$ cat src/design/iols_pkg.sv
// Notes on behaviour
// - drive 18 leds: module power, module fault, eight red, eight amber
// - after reset light power and fault; fault stays lit through address display
// - red leds turn on one by one, channel 1 up to 8
// - after channel 8 red is on, reds turn off one by one, 1 to 8
// - amber leds then get the same on sweep and off sweep
// - after lamp test, address switch n shows on red led n when on
// - address pattern is held for two seconds
// - end of address display turns the module fault led off
// - after power-up go unconfigured or normal by configuration valid
// - unconfigured: all amber leds blink together at one rate
// - supervised channel fault lights its amber led and sets status flag
// - failed positive or negative driver test lights amber and sets flag
// - green power led is on while powered
// - module fault led steady on when disabled, replace needed or watchdog fail
// - module fault led blinks once in power-up, no other fault shown then
// - discrete variant: red steady while input closed or output active
// - amber blinks for low power or bad config; discrete: steady for fault
// - relay variant: red on while active; amber only blinks
package iols_pkg;
    localparam int unsigned CLK_HZ = 20_000_000;
    localparam int unsigned ADDR_SHOW_MS = 2000;
    localparam int unsigned ADDR_SHOW_CYC = CLK_HZ / 1000 * ADDR_SHOW_MS;
    localparam int unsigned STEP_MS = 100;
    localparam int unsigned STEP_CYC = CLK_HZ / 1000 * STEP_MS;
    localparam int unsigned BLINK_MS = 250;
    localparam int unsigned BLINK_CYC = CLK_HZ / 1000 * BLINK_MS;
    localparam int unsigned NCH = 8;
    // axi register byte addresses
    localparam logic [7:0] ADDR_LED = 8'h00;
    localparam logic [7:0] ADDR_CHST = 8'h04;
    localparam logic [7:0] ADDR_IRQ_ST = 8'h08;
    localparam logic [7:0] ADDR_IRQ_MASK = 8'h0C;
    localparam logic [7:0] ADDR_CTRL = 8'h10;
    localparam logic [1:0] RESP_OKAY = 2'h0;
    localparam logic [1:0] RESP_SLVERR = 2'h2;
    localparam logic [2:0] CTRL_RESET = 3'h0;
    // irq status bit positions
    localparam int unsigned IRQ_SUP = 0;
    localparam int unsigned IRQ_DRV = 1;
    localparam int unsigned IRQ_MOD = 2;
    localparam int unsigned IRQ_RUN = 3;

    typedef enum logic [2:0] {
        IOLS_RED_ON = 3'h0,
        IOLS_RED_OFF = 3'h1,
        IOLS_AMB_ON = 3'h2,
        IOLS_AMB_OFF = 3'h3,
        IOLS_ADDR = 3'h4,
        IOLS_RUN = 3'h5
    } iols_phase_t;

    typedef struct packed {
        logic power;
        logic fault;
        logic [NCH-1:0] red;
        logic [NCH-1:0] amber;
    } iols_leds_t;

    typedef struct packed {
        logic [NCH-1:0] active;
        logic [NCH-1:0] sup_en;
        logic [NCH-1:0] sup_fault;
        logic [NCH-1:0] drv_pos_fail;
        logic [NCH-1:0] drv_neg_fail;
        logic [NCH-1:0] low_power;
        logic [NCH-1:0] ch_cfg_bad;
    } iols_chan_t;
endpackage : iols_pkg

$ cat src/design/iols_top.sv
// Implementation choices: the register addresses and the AXI4-Lite interface to the registers.
`timescale 1ns/1ps
module iols_top import iols_pkg::*; #(
    parameter int unsigned STEP_CYCLES = STEP_CYC,
    parameter int unsigned ADDR_CYCLES = ADDR_SHOW_CYC,
    parameter int unsigned BLINK_CYCLES = BLINK_CYC
) (
    // clock and reset
    input wire logic aclk,
    input wire logic aresetn,
    // pins and status inputs
    input wire logic [NCH-1:0] addr_sw,
    input wire logic cfg_valid,
    input wire logic mod_disabled,
    input wire logic wdog_fail,
    input wire iols_chan_t chan_in,
    // leds, channel fault flags and interrupt
    output iols_leds_t leds,
    output logic [NCH-1:0] chan_fault_flag,
    output logic irq,
    // axi4-lite write
    input wire logic [7:0] s_axi_awaddr,
    input wire logic s_axi_awvalid,
    output logic s_axi_awready,
    input wire logic [31:0] s_axi_wdata,
    input wire logic [3:0] s_axi_wstrb,
    input wire logic s_axi_wvalid,
    output logic s_axi_wready,
    output logic [1:0] s_axi_bresp,
    output logic s_axi_bvalid,
    input wire logic s_axi_bready,
    // axi4-lite read
    input wire logic [7:0] s_axi_araddr,
    input wire logic s_axi_arvalid,
    output logic s_axi_arready,
    output logic [31:0] s_axi_rdata,
    output logic [1:0] s_axi_rresp,
    output logic s_axi_rvalid,
    input wire logic s_axi_rready
);
    // ----------------------------------------
    // input synchronisers
    // ----------------------------------------
    localparam int unsigned SW = 3 + 7 * NCH + NCH;
    logic [SW-1:0] sync1;
    logic [SW-1:0] sync2;
    always_ff @(posedge aclk) begin
        if (!aresetn) begin
            sync1 <= '0;
            sync2 <= '0;
        end else begin
            sync1 <= {addr_sw, cfg_valid, mod_disabled, wdog_fail, chan_in};
            sync2 <= sync1;
        end
    end
    logic [NCH-1:0] sw_s;
    logic cfg_s;
    logic dis_s;
    logic wd_s;
    iols_chan_t ch_s;
    assign {sw_s, cfg_s, dis_s, wd_s, ch_s} = sync2;

    // ----------------------------------------
    // control register
    // ----------------------------------------
    // ctrl bit0 relay variant, bit1 software fault force
    logic [2:0] ctrl;
    wire relay_mode = ctrl[0];

    // ----------------------------------------
    // sequencer
    // ----------------------------------------
    iols_phase_t phase;
    logic [31:0] tmr;
    logic [2:0] idx;
    wire tick = (tmr == STEP_CYCLES - 1);
    always_ff @(posedge aclk) begin
        if (!aresetn) begin
            phase <= IOLS_RED_ON;
            tmr <= '0;
            idx <= '0;
        end else begin
            unique case (phase)
                IOLS_RED_ON, IOLS_RED_OFF, IOLS_AMB_ON, IOLS_AMB_OFF: begin
                    tmr <= tick ? '0 : tmr + 32'h1;
                    if (tick) begin
                        idx <= idx + 3'h1;
                        if (idx == 3'h7) begin
                            phase <= iols_phase_t'(phase + 3'h1);
                        end
                    end
                end
                IOLS_ADDR: begin
                    tmr <= tmr + 32'h1;
                    if (tmr == ADDR_CYCLES - 1) begin
                        phase <= IOLS_RUN;
                        tmr <= '0;
                    end
                end
                IOLS_RUN: begin
                    tmr <= '0;
                end
                default: begin
                    phase <= IOLS_RED_ON;
                end
            endcase
        end
    end

    // ----------------------------------------
    // blink generator
    // ----------------------------------------
    logic [31:0] bcnt;
    logic blink;
    always_ff @(posedge aclk) begin
        if (!aresetn) begin
            bcnt <= '0;
            blink <= 1'b0;
        end else if (bcnt == BLINK_CYCLES - 1) begin
            bcnt <= '0;
            blink <= ~blink;
        end else begin
            bcnt <= bcnt + 32'h1;
        end
    end

    // ----------------------------------------
    // led drive
    // ----------------------------------------
    function automatic logic [NCH-1:0] upto(input logic [2:0] n);
        upto = NCH'((16'h2 << n) - 16'h1);
    endfunction : upto

    wire [NCH-1:0] sup_flt = ch_s.sup_en & ch_s.sup_fault;
    wire [NCH-1:0] drv_flt = ch_s.drv_pos_fail | ch_s.drv_neg_fail;
    wire [NCH-1:0] ch_flt = sup_flt | drv_flt;
    wire [NCH-1:0] ch_blink = ch_s.low_power | ch_s.ch_cfg_bad;
    wire mod_flt = dis_s | wd_s | ctrl[1];
    iols_leds_t next_leds;
    always_comb begin
        next_leds.power = 1'b1;
        next_leds.fault = 1'b1;
        next_leds.red = '0;
        next_leds.amber = '0;
        unique case (phase)
            IOLS_RED_ON: next_leds.red = upto(idx) & {NCH{tick}} | upto(idx) >> 1;
            IOLS_RED_OFF: next_leds.red = ~upto(idx) | {NCH{~tick}} & upto(idx) & ~(upto(idx) >> 1);
            IOLS_AMB_ON: next_leds.amber = upto(idx) & {NCH{tick}} | upto(idx) >> 1;
            IOLS_AMB_OFF: next_leds.amber = ~upto(idx) | {NCH{~tick}} & upto(idx) & ~(upto(idx) >> 1);
            IOLS_ADDR: next_leds.red = sw_s;
            IOLS_RUN: begin
                next_leds.fault = mod_flt;
                if (!cfg_s) begin
                    next_leds.amber = {NCH{blink}};
                end else begin
                    next_leds.red = ch_s.active;
                    next_leds.amber = ch_blink & {NCH{blink}};
                    if (!relay_mode) begin
                        next_leds.amber = next_leds.amber | ch_flt;
                    end
                end
            end
            default: ;
        endcase
    end
    always_ff @(posedge aclk) begin
        if (!aresetn) begin
            leds <= '{power: 1'b1, fault: 1'b1, red: '0, amber: '0};
            chan_fault_flag <= '0;
        end else begin
            leds <= next_leds;
            chan_fault_flag <= (phase == IOLS_RUN) ? ch_flt : '0;
        end
    end

    // ----------------------------------------
    // interrupts
    // ----------------------------------------
    logic [3:0] irq_st;
    logic [3:0] irq_mask;
    logic [3:0] irq_ev;
    logic [NCH-1:0] ch_flt_d;
    logic mod_flt_d;
    logic run_d;
    logic rd_st;
    assign rd_st = s_axi_arvalid && s_axi_arready && (s_axi_araddr == ADDR_IRQ_ST);
    always_ff @(posedge aclk) begin
        if (!aresetn) begin
            ch_flt_d <= '0;
            mod_flt_d <= 1'b0;
            run_d <= 1'b0;
        end else begin
            ch_flt_d <= ch_flt;
            mod_flt_d <= mod_flt;
            run_d <= (phase == IOLS_RUN);
        end
    end
    always_comb begin
        irq_ev = '0;
        irq_ev[IRQ_SUP] = |(sup_flt & ~ch_flt_d);
        irq_ev[IRQ_DRV] = |(drv_flt & ~ch_flt_d);
        irq_ev[IRQ_MOD] = mod_flt & ~mod_flt_d;
        irq_ev[IRQ_RUN] = (phase == IOLS_RUN) & ~run_d;
    end
    always_ff @(posedge aclk) begin
        if (!aresetn) begin
            irq_st <= '0;
            irq <= 1'b0;
        end else begin
            irq_st <= (rd_st ? 4'h0 : irq_st) | irq_ev;
            irq <= |(((rd_st ? 4'h0 : irq_st) | irq_ev) & irq_mask);
        end
    end

    // ----------------------------------------
    // axi4-lite slave
    // ----------------------------------------
    logic aw_hit;
    logic w_hit;
    logic [7:0] aw_q;
    logic [31:0] w_q;
    always_ff @(posedge aclk) begin
        if (!aresetn) begin
            s_axi_awready <= 1'b1;
            s_axi_wready <= 1'b1;
            s_axi_bvalid <= 1'b0;
            s_axi_bresp <= RESP_OKAY;
            aw_hit <= 1'b0;
            w_hit <= 1'b0;
            aw_q <= '0;
            w_q <= '0;
            irq_mask <= '0;
            ctrl <= CTRL_RESET;
        end else begin
            if (s_axi_awvalid && s_axi_awready) begin
                aw_hit <= 1'b1;
                aw_q <= s_axi_awaddr;
                s_axi_awready <= 1'b0;
            end
            if (s_axi_wvalid && s_axi_wready) begin
                w_hit <= 1'b1;
                w_q <= s_axi_wdata & {{8{s_axi_wstrb[3]}}, {8{s_axi_wstrb[2]}},
                    {8{s_axi_wstrb[1]}}, {8{s_axi_wstrb[0]}}};
                s_axi_wready <= 1'b0;
            end
            if (aw_hit && w_hit && !s_axi_bvalid) begin
                s_axi_bvalid <= 1'b1;
                s_axi_bresp <= RESP_OKAY;
                if (aw_q == ADDR_IRQ_MASK) begin
                    irq_mask <= w_q[3:0];
                end else if (aw_q == ADDR_CTRL) begin
                    ctrl <= w_q[2:0];
                end else if (aw_q != ADDR_LED && aw_q != ADDR_CHST && aw_q != ADDR_IRQ_ST) begin
                    s_axi_bresp <= RESP_SLVERR;
                end
            end
            if (s_axi_bvalid && s_axi_bready) begin
                s_axi_bvalid <= 1'b0;
                aw_hit <= 1'b0;
                w_hit <= 1'b0;
                s_axi_awready <= 1'b1;
                s_axi_wready <= 1'b1;
            end
        end
    end
    always_ff @(posedge aclk) begin
        if (!aresetn) begin
            s_axi_arready <= 1'b1;
            s_axi_rvalid <= 1'b0;
            s_axi_rdata <= '0;
            s_axi_rresp <= RESP_OKAY;
        end else begin
            if (s_axi_arvalid && s_axi_arready) begin
                s_axi_arready <= 1'b0;
                s_axi_rvalid <= 1'b1;
                s_axi_rresp <= RESP_OKAY;
                unique case (s_axi_araddr)
                    ADDR_LED: s_axi_rdata <= {11'h0, phase, leds};
                    ADDR_CHST: s_axi_rdata <= {16'h0, sw_s, chan_fault_flag};
                    ADDR_IRQ_ST: s_axi_rdata <= {28'h0, irq_st};
                    ADDR_IRQ_MASK: s_axi_rdata <= {28'h0, irq_mask};
                    ADDR_CTRL: s_axi_rdata <= {29'h0, ctrl};
                    default: begin
                        s_axi_rdata <= '0;
                        s_axi_rresp <= RESP_SLVERR;
                    end
                endcase
            end
            if (s_axi_rvalid && s_axi_rready) begin
                s_axi_rvalid <= 1'b0;
                s_axi_arready <= 1'b1;
            end
        end
    end

    // ----------------------------------------
    // assertions
    // ----------------------------------------
    property p_power_on;
        @(posedge aclk) disable iff (!aresetn) leds.power;
    endproperty
    a_power_on: assert property (p_power_on) else $error("power led off");
    property p_fault_powerup;
        @(posedge aclk) disable iff (!aresetn) (phase != IOLS_RUN) |=> leds.fault;
    endproperty
    a_fault_powerup: assert property (p_fault_powerup) else $error("fault off in power-up");
    property p_addr_show;
        @(posedge aclk) disable iff (!aresetn) (phase == IOLS_ADDR) |=> (leds.red == sw_s || phase == IOLS_RUN);
    endproperty
    a_addr_show: assert property (p_addr_show) else $error("address not shown");
    property p_red_mono;
        @(posedge aclk) disable iff (!aresetn)
            (phase == IOLS_RED_ON && !tick) |=> ($past(leds.red) == leds.red || $past(phase) != IOLS_RED_ON);
    endproperty
    a_red_mono: assert property (p_red_mono) else $error("red sweep moved off tick");
    property p_fault_end;
        @(posedge aclk) disable iff (!aresetn) (phase == IOLS_RUN && !mod_flt) |=> !leds.fault;
    endproperty
    a_fault_end: assert property (p_fault_end) else $error("fault led stuck");
    property p_mod_fault;
        @(posedge aclk) disable iff (!aresetn) (phase == IOLS_RUN && wd_s) |=> leds.fault;
    endproperty
    a_mod_fault: assert property (p_mod_fault) else $error("watchdog fault not shown");
    property p_unconf;
        @(posedge aclk) disable iff (!aresetn)
            (phase == IOLS_RUN && !cfg_s) |=> (leds.amber == {NCH{$past(blink)}});
    endproperty
    a_unconf: assert property (p_unconf) else $error("unconfigured blink wrong");
    property p_chflag;
        @(posedge aclk) disable iff (!aresetn) (phase == IOLS_RUN) |=> chan_fault_flag == $past(ch_flt);
    endproperty
    a_chflag: assert property (p_chflag) else $error("channel flag wrong");
    // address display length counter
    logic [31:0] addr_len;
    always_ff @(posedge aclk) begin
        if (!aresetn) begin
            addr_len <= '0;
        end else begin
            addr_len <= (phase == IOLS_ADDR) ? addr_len + 32'h1 : 32'h0;
        end
    end
    property p_addr_len;
        @(posedge aclk) disable iff (!aresetn)
            (phase == IOLS_ADDR) |-> (addr_len < ADDR_CYCLES);
    endproperty
    a_addr_len: assert property (p_addr_len) else $error("address shown too long");
    property p_addr_end;
        @(posedge aclk) disable iff (!aresetn)
            (phase == IOLS_RUN && $past(phase) == IOLS_ADDR) |->
                ($past(addr_len) == ADDR_CYCLES - 1);
    endproperty
    a_addr_end: assert property (p_addr_end) else $error("address shown too short");
    property p_red_off;
        @(posedge aclk) disable iff (!aresetn)
            (phase == IOLS_RED_OFF) |=>
                ((leds.red & ~$past(leds.red)) == '0 && leds.amber == '0);
    endproperty
    a_red_off: assert property (p_red_off) else $error("red lit in off sweep");
    property p_amb_on;
        @(posedge aclk) disable iff (!aresetn)
            (phase == IOLS_AMB_ON) |=>
                (leds.red == '0 && ($past(leds.amber) & ~leds.amber) == '0);
    endproperty
    a_amb_on: assert property (p_amb_on) else $error("amber on sweep wrong");
    property p_amb_off;
        @(posedge aclk) disable iff (!aresetn)
            (phase == IOLS_AMB_OFF) |=>
                (leds.red == '0 && (leds.amber & ~$past(leds.amber)) == '0);
    endproperty
    a_amb_off: assert property (p_amb_off) else $error("amber off sweep wrong");
    property p_red_run;
        @(posedge aclk) disable iff (!aresetn)
            (phase == IOLS_RUN && cfg_s) |=> (leds.red == $past(ch_s.active));
    endproperty
    a_red_run: assert property (p_red_run) else $error("red not active state");
    property p_sup_amber;
        @(posedge aclk) disable iff (!aresetn)
            (phase == IOLS_RUN && cfg_s && !relay_mode) |=>
                ((leds.amber & $past(sup_flt)) == $past(sup_flt));
    endproperty
    a_sup_amber: assert property (p_sup_amber) else $error("supervision fault not lit");
    property p_drv_amber;
        @(posedge aclk) disable iff (!aresetn)
            (phase == IOLS_RUN && cfg_s && !relay_mode) |=>
                ((leds.amber & $past(drv_flt)) == $past(drv_flt));
    endproperty
    a_drv_amber: assert property (p_drv_amber) else $error("driver fault not lit");
    property p_relay_amber;
        @(posedge aclk) disable iff (!aresetn)
            (phase == IOLS_RUN && cfg_s && relay_mode) |=>
                ((leds.amber & ~$past(ch_blink)) == '0);
    endproperty
    a_relay_amber: assert property (p_relay_amber) else $error("relay amber steady");
    property p_ch_blink;
        @(posedge aclk) disable iff (!aresetn)
            (phase == IOLS_RUN && cfg_s) |=>
                ((leds.amber & ~$past(ch_flt)) ==
                    ($past(ch_blink) & ~$past(ch_flt) & {NCH{$past(blink)}}));
    endproperty
    a_ch_blink: assert property (p_ch_blink) else $error("channel blink wrong");
endmodule : iols_top

$ cat config.mk
export PLATFORM = sky130hd
export DESIGN_NAME = iols_top
export DESIGN_NICKNAME = d
export VERILOG_FILES = /design/src/design/iols_pkg.sv /design/src/design/iols_top.sv
export SDC_FILE = /design/constraint.sdc
export NUM_CORES = 1
export LEC_CHECK = 0
export ABC_AREA = 1
export ABC_CLOCK_PERIOD_IN_PS = 5700
export BUFFER_PORTS_ARGS = -buffer_cell sky130_fd_sc_hd__buf_2
export CAP_MARGIN = 25
export CORE_AREA = 2 2 115 228
export CTS_BUF_LIST = sky130_fd_sc_hd__clkbuf_8 sky130_fd_sc_hd__clkbuf_16
export DETAILED_ROUTE_END_ITERATION = 16
export DIE_AREA = 0 0 117 230
export PLACE_DENSITY_LB_ADDON = 0.1
export REMOVE_ABC_BUFFERS = 1
export SYNTH_ARGS = -nofsm -noshare
export SYNTH_HDL_FRONTEND = slang
export SYNTH_SLANG_ARGS = --single-unit
$ cat constraint.sdc
create_clock -name aclk -period 5.7 [get_ports aclk]
set_clock_uncertainty 0.2 [all_clocks]
set_input_delay 0.855 -clock aclk [delete_from_list [all_inputs] [get_ports aclk]]
set_output_delay 0.855 -clock aclk [all_outputs]
set_load 0.02 [all_outputs]
## Yosys cells after proc, flatten, opt, wreduce, memory -nomap -nowiden

Cells that the tools add are included.

- Reductions and logical operators: 28
- Shift operators: 1
- Bitwise operators: 30
- $add $sub $neg: 5
- Eq/ne operators: 20
- Multiplexer cells: 18

Operator list:

| operator | number |
|---|---|
| case mux 21 bit (5 select lines) | 1 |
| case mux 32 bit (3 select lines) | 1 |
| adder 32 x 1 -> 32 bit (second input constant) | 2 |
| two-way mux 32 bit | 2 |
| AND 8 bit | 7 |
| OR 8 bit | 5 |
| == test 32 x 21 -> 1 bit (second input constant) | 1 |
| == test 32 x 23 -> 1 bit (second input constant) | 1 |
| == test 32 x 26 -> 1 bit (second input constant) | 1 |
| case mux 8 bit (4 select lines) | 1 |
| == test 8 x 4 -> 1 bit (second input constant) | 3 |
| two-way mux 8 bit | 3 |
| case mux 8 bit (3 select lines) | 1 |
| == test 8 x 5 -> 1 bit (second input constant) | 2 |
| NOT 8 bit | 2 |
| OR reduction 8 bit | 2 |
| logical AND 1 bit | 10 |
| == test 3 bit (second input constant) | 3 |
| two-way mux 3 bit | 3 |
| case mux 3 bit (3 select lines) | 1 |
| AND 4 bit | 2 |
| == test 8 x 3 -> 1 bit (second input constant) | 1 |
| logical NOT 8 bit | 1 |
| two-way mux 2 bit | 4 |
| other kinds (25) | 42 |

- Bits of input ports: 126
- Flip-flop bits (word level): 308
- Output and inout bits: 68
- Word-level logic and storage cells: 133

## Depth between registers and ports, before layout

- Depth after elaboration: 6
- Gate-level depth with buffers: 14
- Mapped depth without buffers: 14

## Worst setup path after synthesis

No wires, ideal clock.

- Path type: input to register
- Start point: input port s_axi_araddr[1]
- End point: register s_axi_rdata[10]
- Stages on the path: 8
- Buffers on the path: 1
- Library setup time: 0.070 ns
- Data required time: 5.430 ns
- Slack: 3.608 ns
- Arrival: 1.821 ns
- Cell sequence: nor2_1 -> nand2_1 -> nor3_1 -> buf_2 -> nand2_1 -> nand2_1 -> nand2_1 -> a21oi_1

- Longest elaborated chain between the ends: 2
- Elaborated cells on any way between the ends: 6
- Those cells by class: 4 x eq/ne; 1 x mux; 1 x reduce/logical

Ends and longest elaborated chain:

| element | line | text |
|---|---|---|
| from (decl) | iols_top.sv:33 | `input wire logic [7:0] s_axi_araddr,` |
| == test 8 x 5 -> 1 bit (tied with other cells) | iols_top.sv:277 | `unique case (s_axi_araddr)` |
| case mux 21 bit (5 select lines) * | iols_top.sv:277 |  |
| to (signal assigned) | iols_top.sv:278 | `ADDR_LED: s_axi_rdata <= {11'h0, phase, leds};` |
| to (signal assigned) | iols_top.sv:279 | `ADDR_CHST: s_axi_rdata <= {16'h0, sw_s, chan_fault_flag};` |
| to (signal assigned) | iols_top.sv:280 | `ADDR_IRQ_ST: s_axi_rdata <= {28'h0, irq_st};` |
| to (decl) | iols_top.sv:36 | `output logic [31:0] s_axi_rdata,` |

Every way passes the cells marked *; elsewhere a longest branch is shown, timed or not.
A chain may end at the register's enable or synchronous reset.

## Final worst setup path

- Start point: register phase[1]
- End point: register leds[9] (netlist bit)

- Longest elaborated chain between the ends: 2
- Elaborated cells on any way between the ends: 5
- Those cells by class: 3 x eq/ne; 1 x mux; 1 x reduce/logical

Ends and longest elaborated chain:

| element | line | text |
|---|---|---|
| from (decl) | iols_top.sv:73 | `iols_phase_t phase;` |
| from (signal assigned) | iols_top.sv:89 | `phase <= iols_phase_t'(phase + 3'h1);` |
| == test 3 bit (tied with other cells) | iols_top.sv:145 | `unique case (phase)` |
| case mux 8 bit (4 select lines) * | iols_top.sv:145 |  |
| to (signal assigned) | iols_top.sv:168 | `leds <= '{power: 1'b1, fault: 1'b1, red: '0, amber: '0};` |
| to (signal assigned) | iols_top.sv:171 | `leds <= next_leds;` |
| to (decl) | iols_top.sv:18 | `output iols_leds_t leds,` |

Marks and branches as above.

==> flow_summary.toml <==
[pwr]
power_frac_clock = 0.427
combPwrFrac = 0.050
p_seq_frac = 0.523
internal_power_w = 0.00317
leakagePower_nw = 7.10
power_switching_w = 0.000938
p_sw_frac = 0.228
power_density_nw_per_um2 = 289
ir_drop_mv = 0.250

[synth]
syn-cell-area_um2 = 12400
yosysWarnings = 0
synth_seq_area_share = 0.476
ys_types = 43
synth_cells = 1730
syn_avg_cell_area_um2 = 7.15
yosysTopAreaCell = "dfxtp_1"
synthTopCellsByArea = "dfxtp_1 48%, nand2_1 13%, inv_1 8.6%"
yosys.area.top_type_share = 0.476
synth_seq_cells = 294

[die]
rows = 82
start_util = 0.492
core_um2 = 25100
die_y_um = 230
boundaryPins = 194
dieArea_um2 = 26900
die_x_um = 117

[place]
portBuffers = 148
place_hpwl_mm = 24.8
gp_congestion = 0.952
pre_cts_slack_ns = 2.74

[clock_network]
cts_buffers = 27
cts_sinks = 294
cts.clk_slew.worst_paths_ns = 0.07
cts_setup_buffers = 0
h-tree-depth = 1
cts_tree = "yes"
root_buffer = "clkbuf_16"
clock_latency_ns = 0.54
cts-resized-gates = 0
postCtsHoldBufs = 0
clock_path_buffers = 3

[detailed_routing]
num_vias = 10700
drt_iter0_drc = 447
firstDrtPassIters = 4
vias_per_cell = 4.79
post-route-drc-count = 0
wl_per_cell_um = 14.3
routed_wl_mm = 31.7
antenna_left = 0

[worst_setup_path]
worstReg2RegStart = "phase[1]$_SDFFE_PN0P_"
path_max_fanout = 10
worstSetupStartpoint = "phase[1]$_SDFFE_PN0P_"
cp.arrival_ns = 2.91
rr_worst_depth = 8
endpoint_kind = "flip-flop"
critPathKind = "flip-flop to flip-flop"
worst_r2r_endpoint = "leds[9]$_SDFF_PN0_"
ff2ff_setup_slack_ns = 3.02
critPathLaunchType = "flip-flop"
critPathCapture = "leds[9]$_SDFF_PN0_"
cp.required_ns = 5.92

[job]
maxCapViolCount = 0

[timing]
maxSlewHeadroom = 0.434
fin_crit_sh = 0.470
fmax_mhz = 373
finalMaxSlewViolations = 0
worst_pin_slew_ns = 0.837
period_minus_slack_ns = 2.68
timing.final.ws_setup_ns = 3.02
tns_ns = 0
setup-violations-final = 0
rsz0062_at_grt = "false"
finalHoldViolCount = 0

[grt]
grt-ovfl-total = 0
grt_max_degree = 71
grt_pass1_wl_mm = 50.1
groute.usage.overall = 0.240
grt_pass1_vias = 10400
antenna_found_initial = 0

[layout]
drive_above_1_share = 0.134
final_nets = 2011
antennaDiodeCount = 0
final_cell_mix = "441 x nand2_1, 294 x dfxtp_1, 289 x inv_1"
area_delta_synth_final_pct = 15.0
final_common_cell = "nand2_1"

[min_path]
min_path_type = "flip-flop to flip-flop"

[run_status]
status = "completed"
[cells in the mapped netlist]
master and instances:
buf_1 1, a32oi_1 7, ha_1 14, nand2_4 4, nand4_1 22, nand2_1 441
xor2_1 23, conb_1 2, nand3_2 4, clkinv_1 4, o22ai_1 1, buf_6 2
nand3_1 94, nor2_2 10, o32ai_1 1, nor3b_1 6, nor4b_1 1, o21ai_0 60
a31oi_1 5, o211ai_1 4, o21a_1 1, inv_1 285, clkbuf_1 30, nor4_1 5
inv_2 10, o21ai_1 3, nor3_2 3, nand2_2 8, o21bai_1 2, a21oi_1 75
a211oi_1 3, or2_2 7, buf_2 7, or2_0 1, xnor2_1 4, nand3b_1 4
dfxtp_1 294, o22a_1 1, nor2_4 9, nor2_1 215, nor3_1 41, buf_4 15
a21boi_1 1
[per-layer routing]
layer,routed length [um],up-vias,global-route usage,part of all wire
met5,0,-,0,0
met4,2540,0,0.165,0.080
met3,1000,113,0.0242,0.032
met2,17200,256,0.469,0.54
met1,11000,4719,0.219,0.35
li1,-,5579,-,-
[worst max-delay path: stages (launching register included)]
cell and delay, ns:
dfxtp_1 0.62, inv_1 0.13, ha_1 0.22, nand2_1 0.18
clkinv_1 0.36, a32oi_1 0.61, nand2_1 0.12, nor2_1 0.10
nor2_1 0.04
[how the worst min path moves through the flow]
stage          cells after the start                  from                   end  slack (ns)
2_1_floorplan                      2   sync1[0]$_SDFF_PN0_   sync2[0]$_SDFF_PN0_        0.19
3_3_place_gp                       2  sync1[34]$_SDFF_PN0_  sync2[34]$_SDFF_PN0_        0.19
3_5_place_dp                       2   sync1[1]$_SDFF_PN0_   sync2[1]$_SDFF_PN0_        0.19
4_1_cts                            2  sync1[42]$_SDFF_PN0_  sync2[42]$_SDFF_PN0_        0.20
5_1_grt                            2  sync1[32]$_SDFF_PN0_  sync2[32]$_SDFF_PN0_        0.22
6_report                           2  sync1[42]$_SDFF_PN0_  sync2[42]$_SDFF_PN0_        0.20
[cell families (layout without fill, tap and decap cells)]
family / after synthesis / count (layout) / share of synthesized area
DFF: 294 / 294 / 0.476
buffers and inverters: 354 / 501 / 0.114
adders and majority gates: 14 / 14 / 0.0142
AOI/OAI and AO/OA: 164 / 164 / 0.0719
xor gates and xnor gates: 27 / 27 / 0.0191
and+or+nand+nor: 875 / 875 / 0.305
other: 2 / 14 / 0.000607
[power groups by stage]
| stage | sequential (W) | combinational [W] | clock (W) |
|---|---|---|---|
| floorplan | 0.00219 | 0.000109 | 0 |
| global placement | 0.00220 | 0.000204 | 0 |
| detailed placement | 0.00220 | 0.000209 | 0 |
| CTS | 0.00215 | 0.000210 | 0.00181 |
| global route | 0.00215 | 0.000239 | 0.00188 |
| finish | 0.00215 | 0.000207 | 0.00176 |
[layout make-up]
class,count,area [um2]
fill,2470,10900
sequential,294,5890
multi-input combinational,1094,5130
inverter,299,1120
timing repair buffer,155,820
clock buffer,29,703
tap,336,420
clock inverter,18,150
[flip-flops by register name, summed over array words and instances (netlist names), 3 cells and up]
signal           cells
tmr                 32
irq_mask             4
ctrl                 3
bcnt                32
aw_q                 8
w_q                  4
chan_fault_flag      8
sync1               67
leds                17
irq_st               4
sync2               67
s_axi_rdata         21
idx                  3
phase                3
ch_flt_d             8
[metrics by stage]
step | area, um2 | power [W] | cells | hold slack, ns | utilization
floorplan | 12100 | 0.00230 | 1687 | 0.190 | -
global placement | 13300 | 0.00240 | 2176 | 0.192 | 0.531
detailed placement | 13400 | 0.00241 | 2177 | 0.195 | 0.532
CTS | 14200 | 0.00417 | 2224 | 0.204 | 0.566
global route | 14200 | 0.00427 | 2225 | 0.216 | 0.566
finish | 14200 | 0.00411 | 2225 | 0.202 | 0.566
No activity file was read; power rests on OpenSTA's default activity.
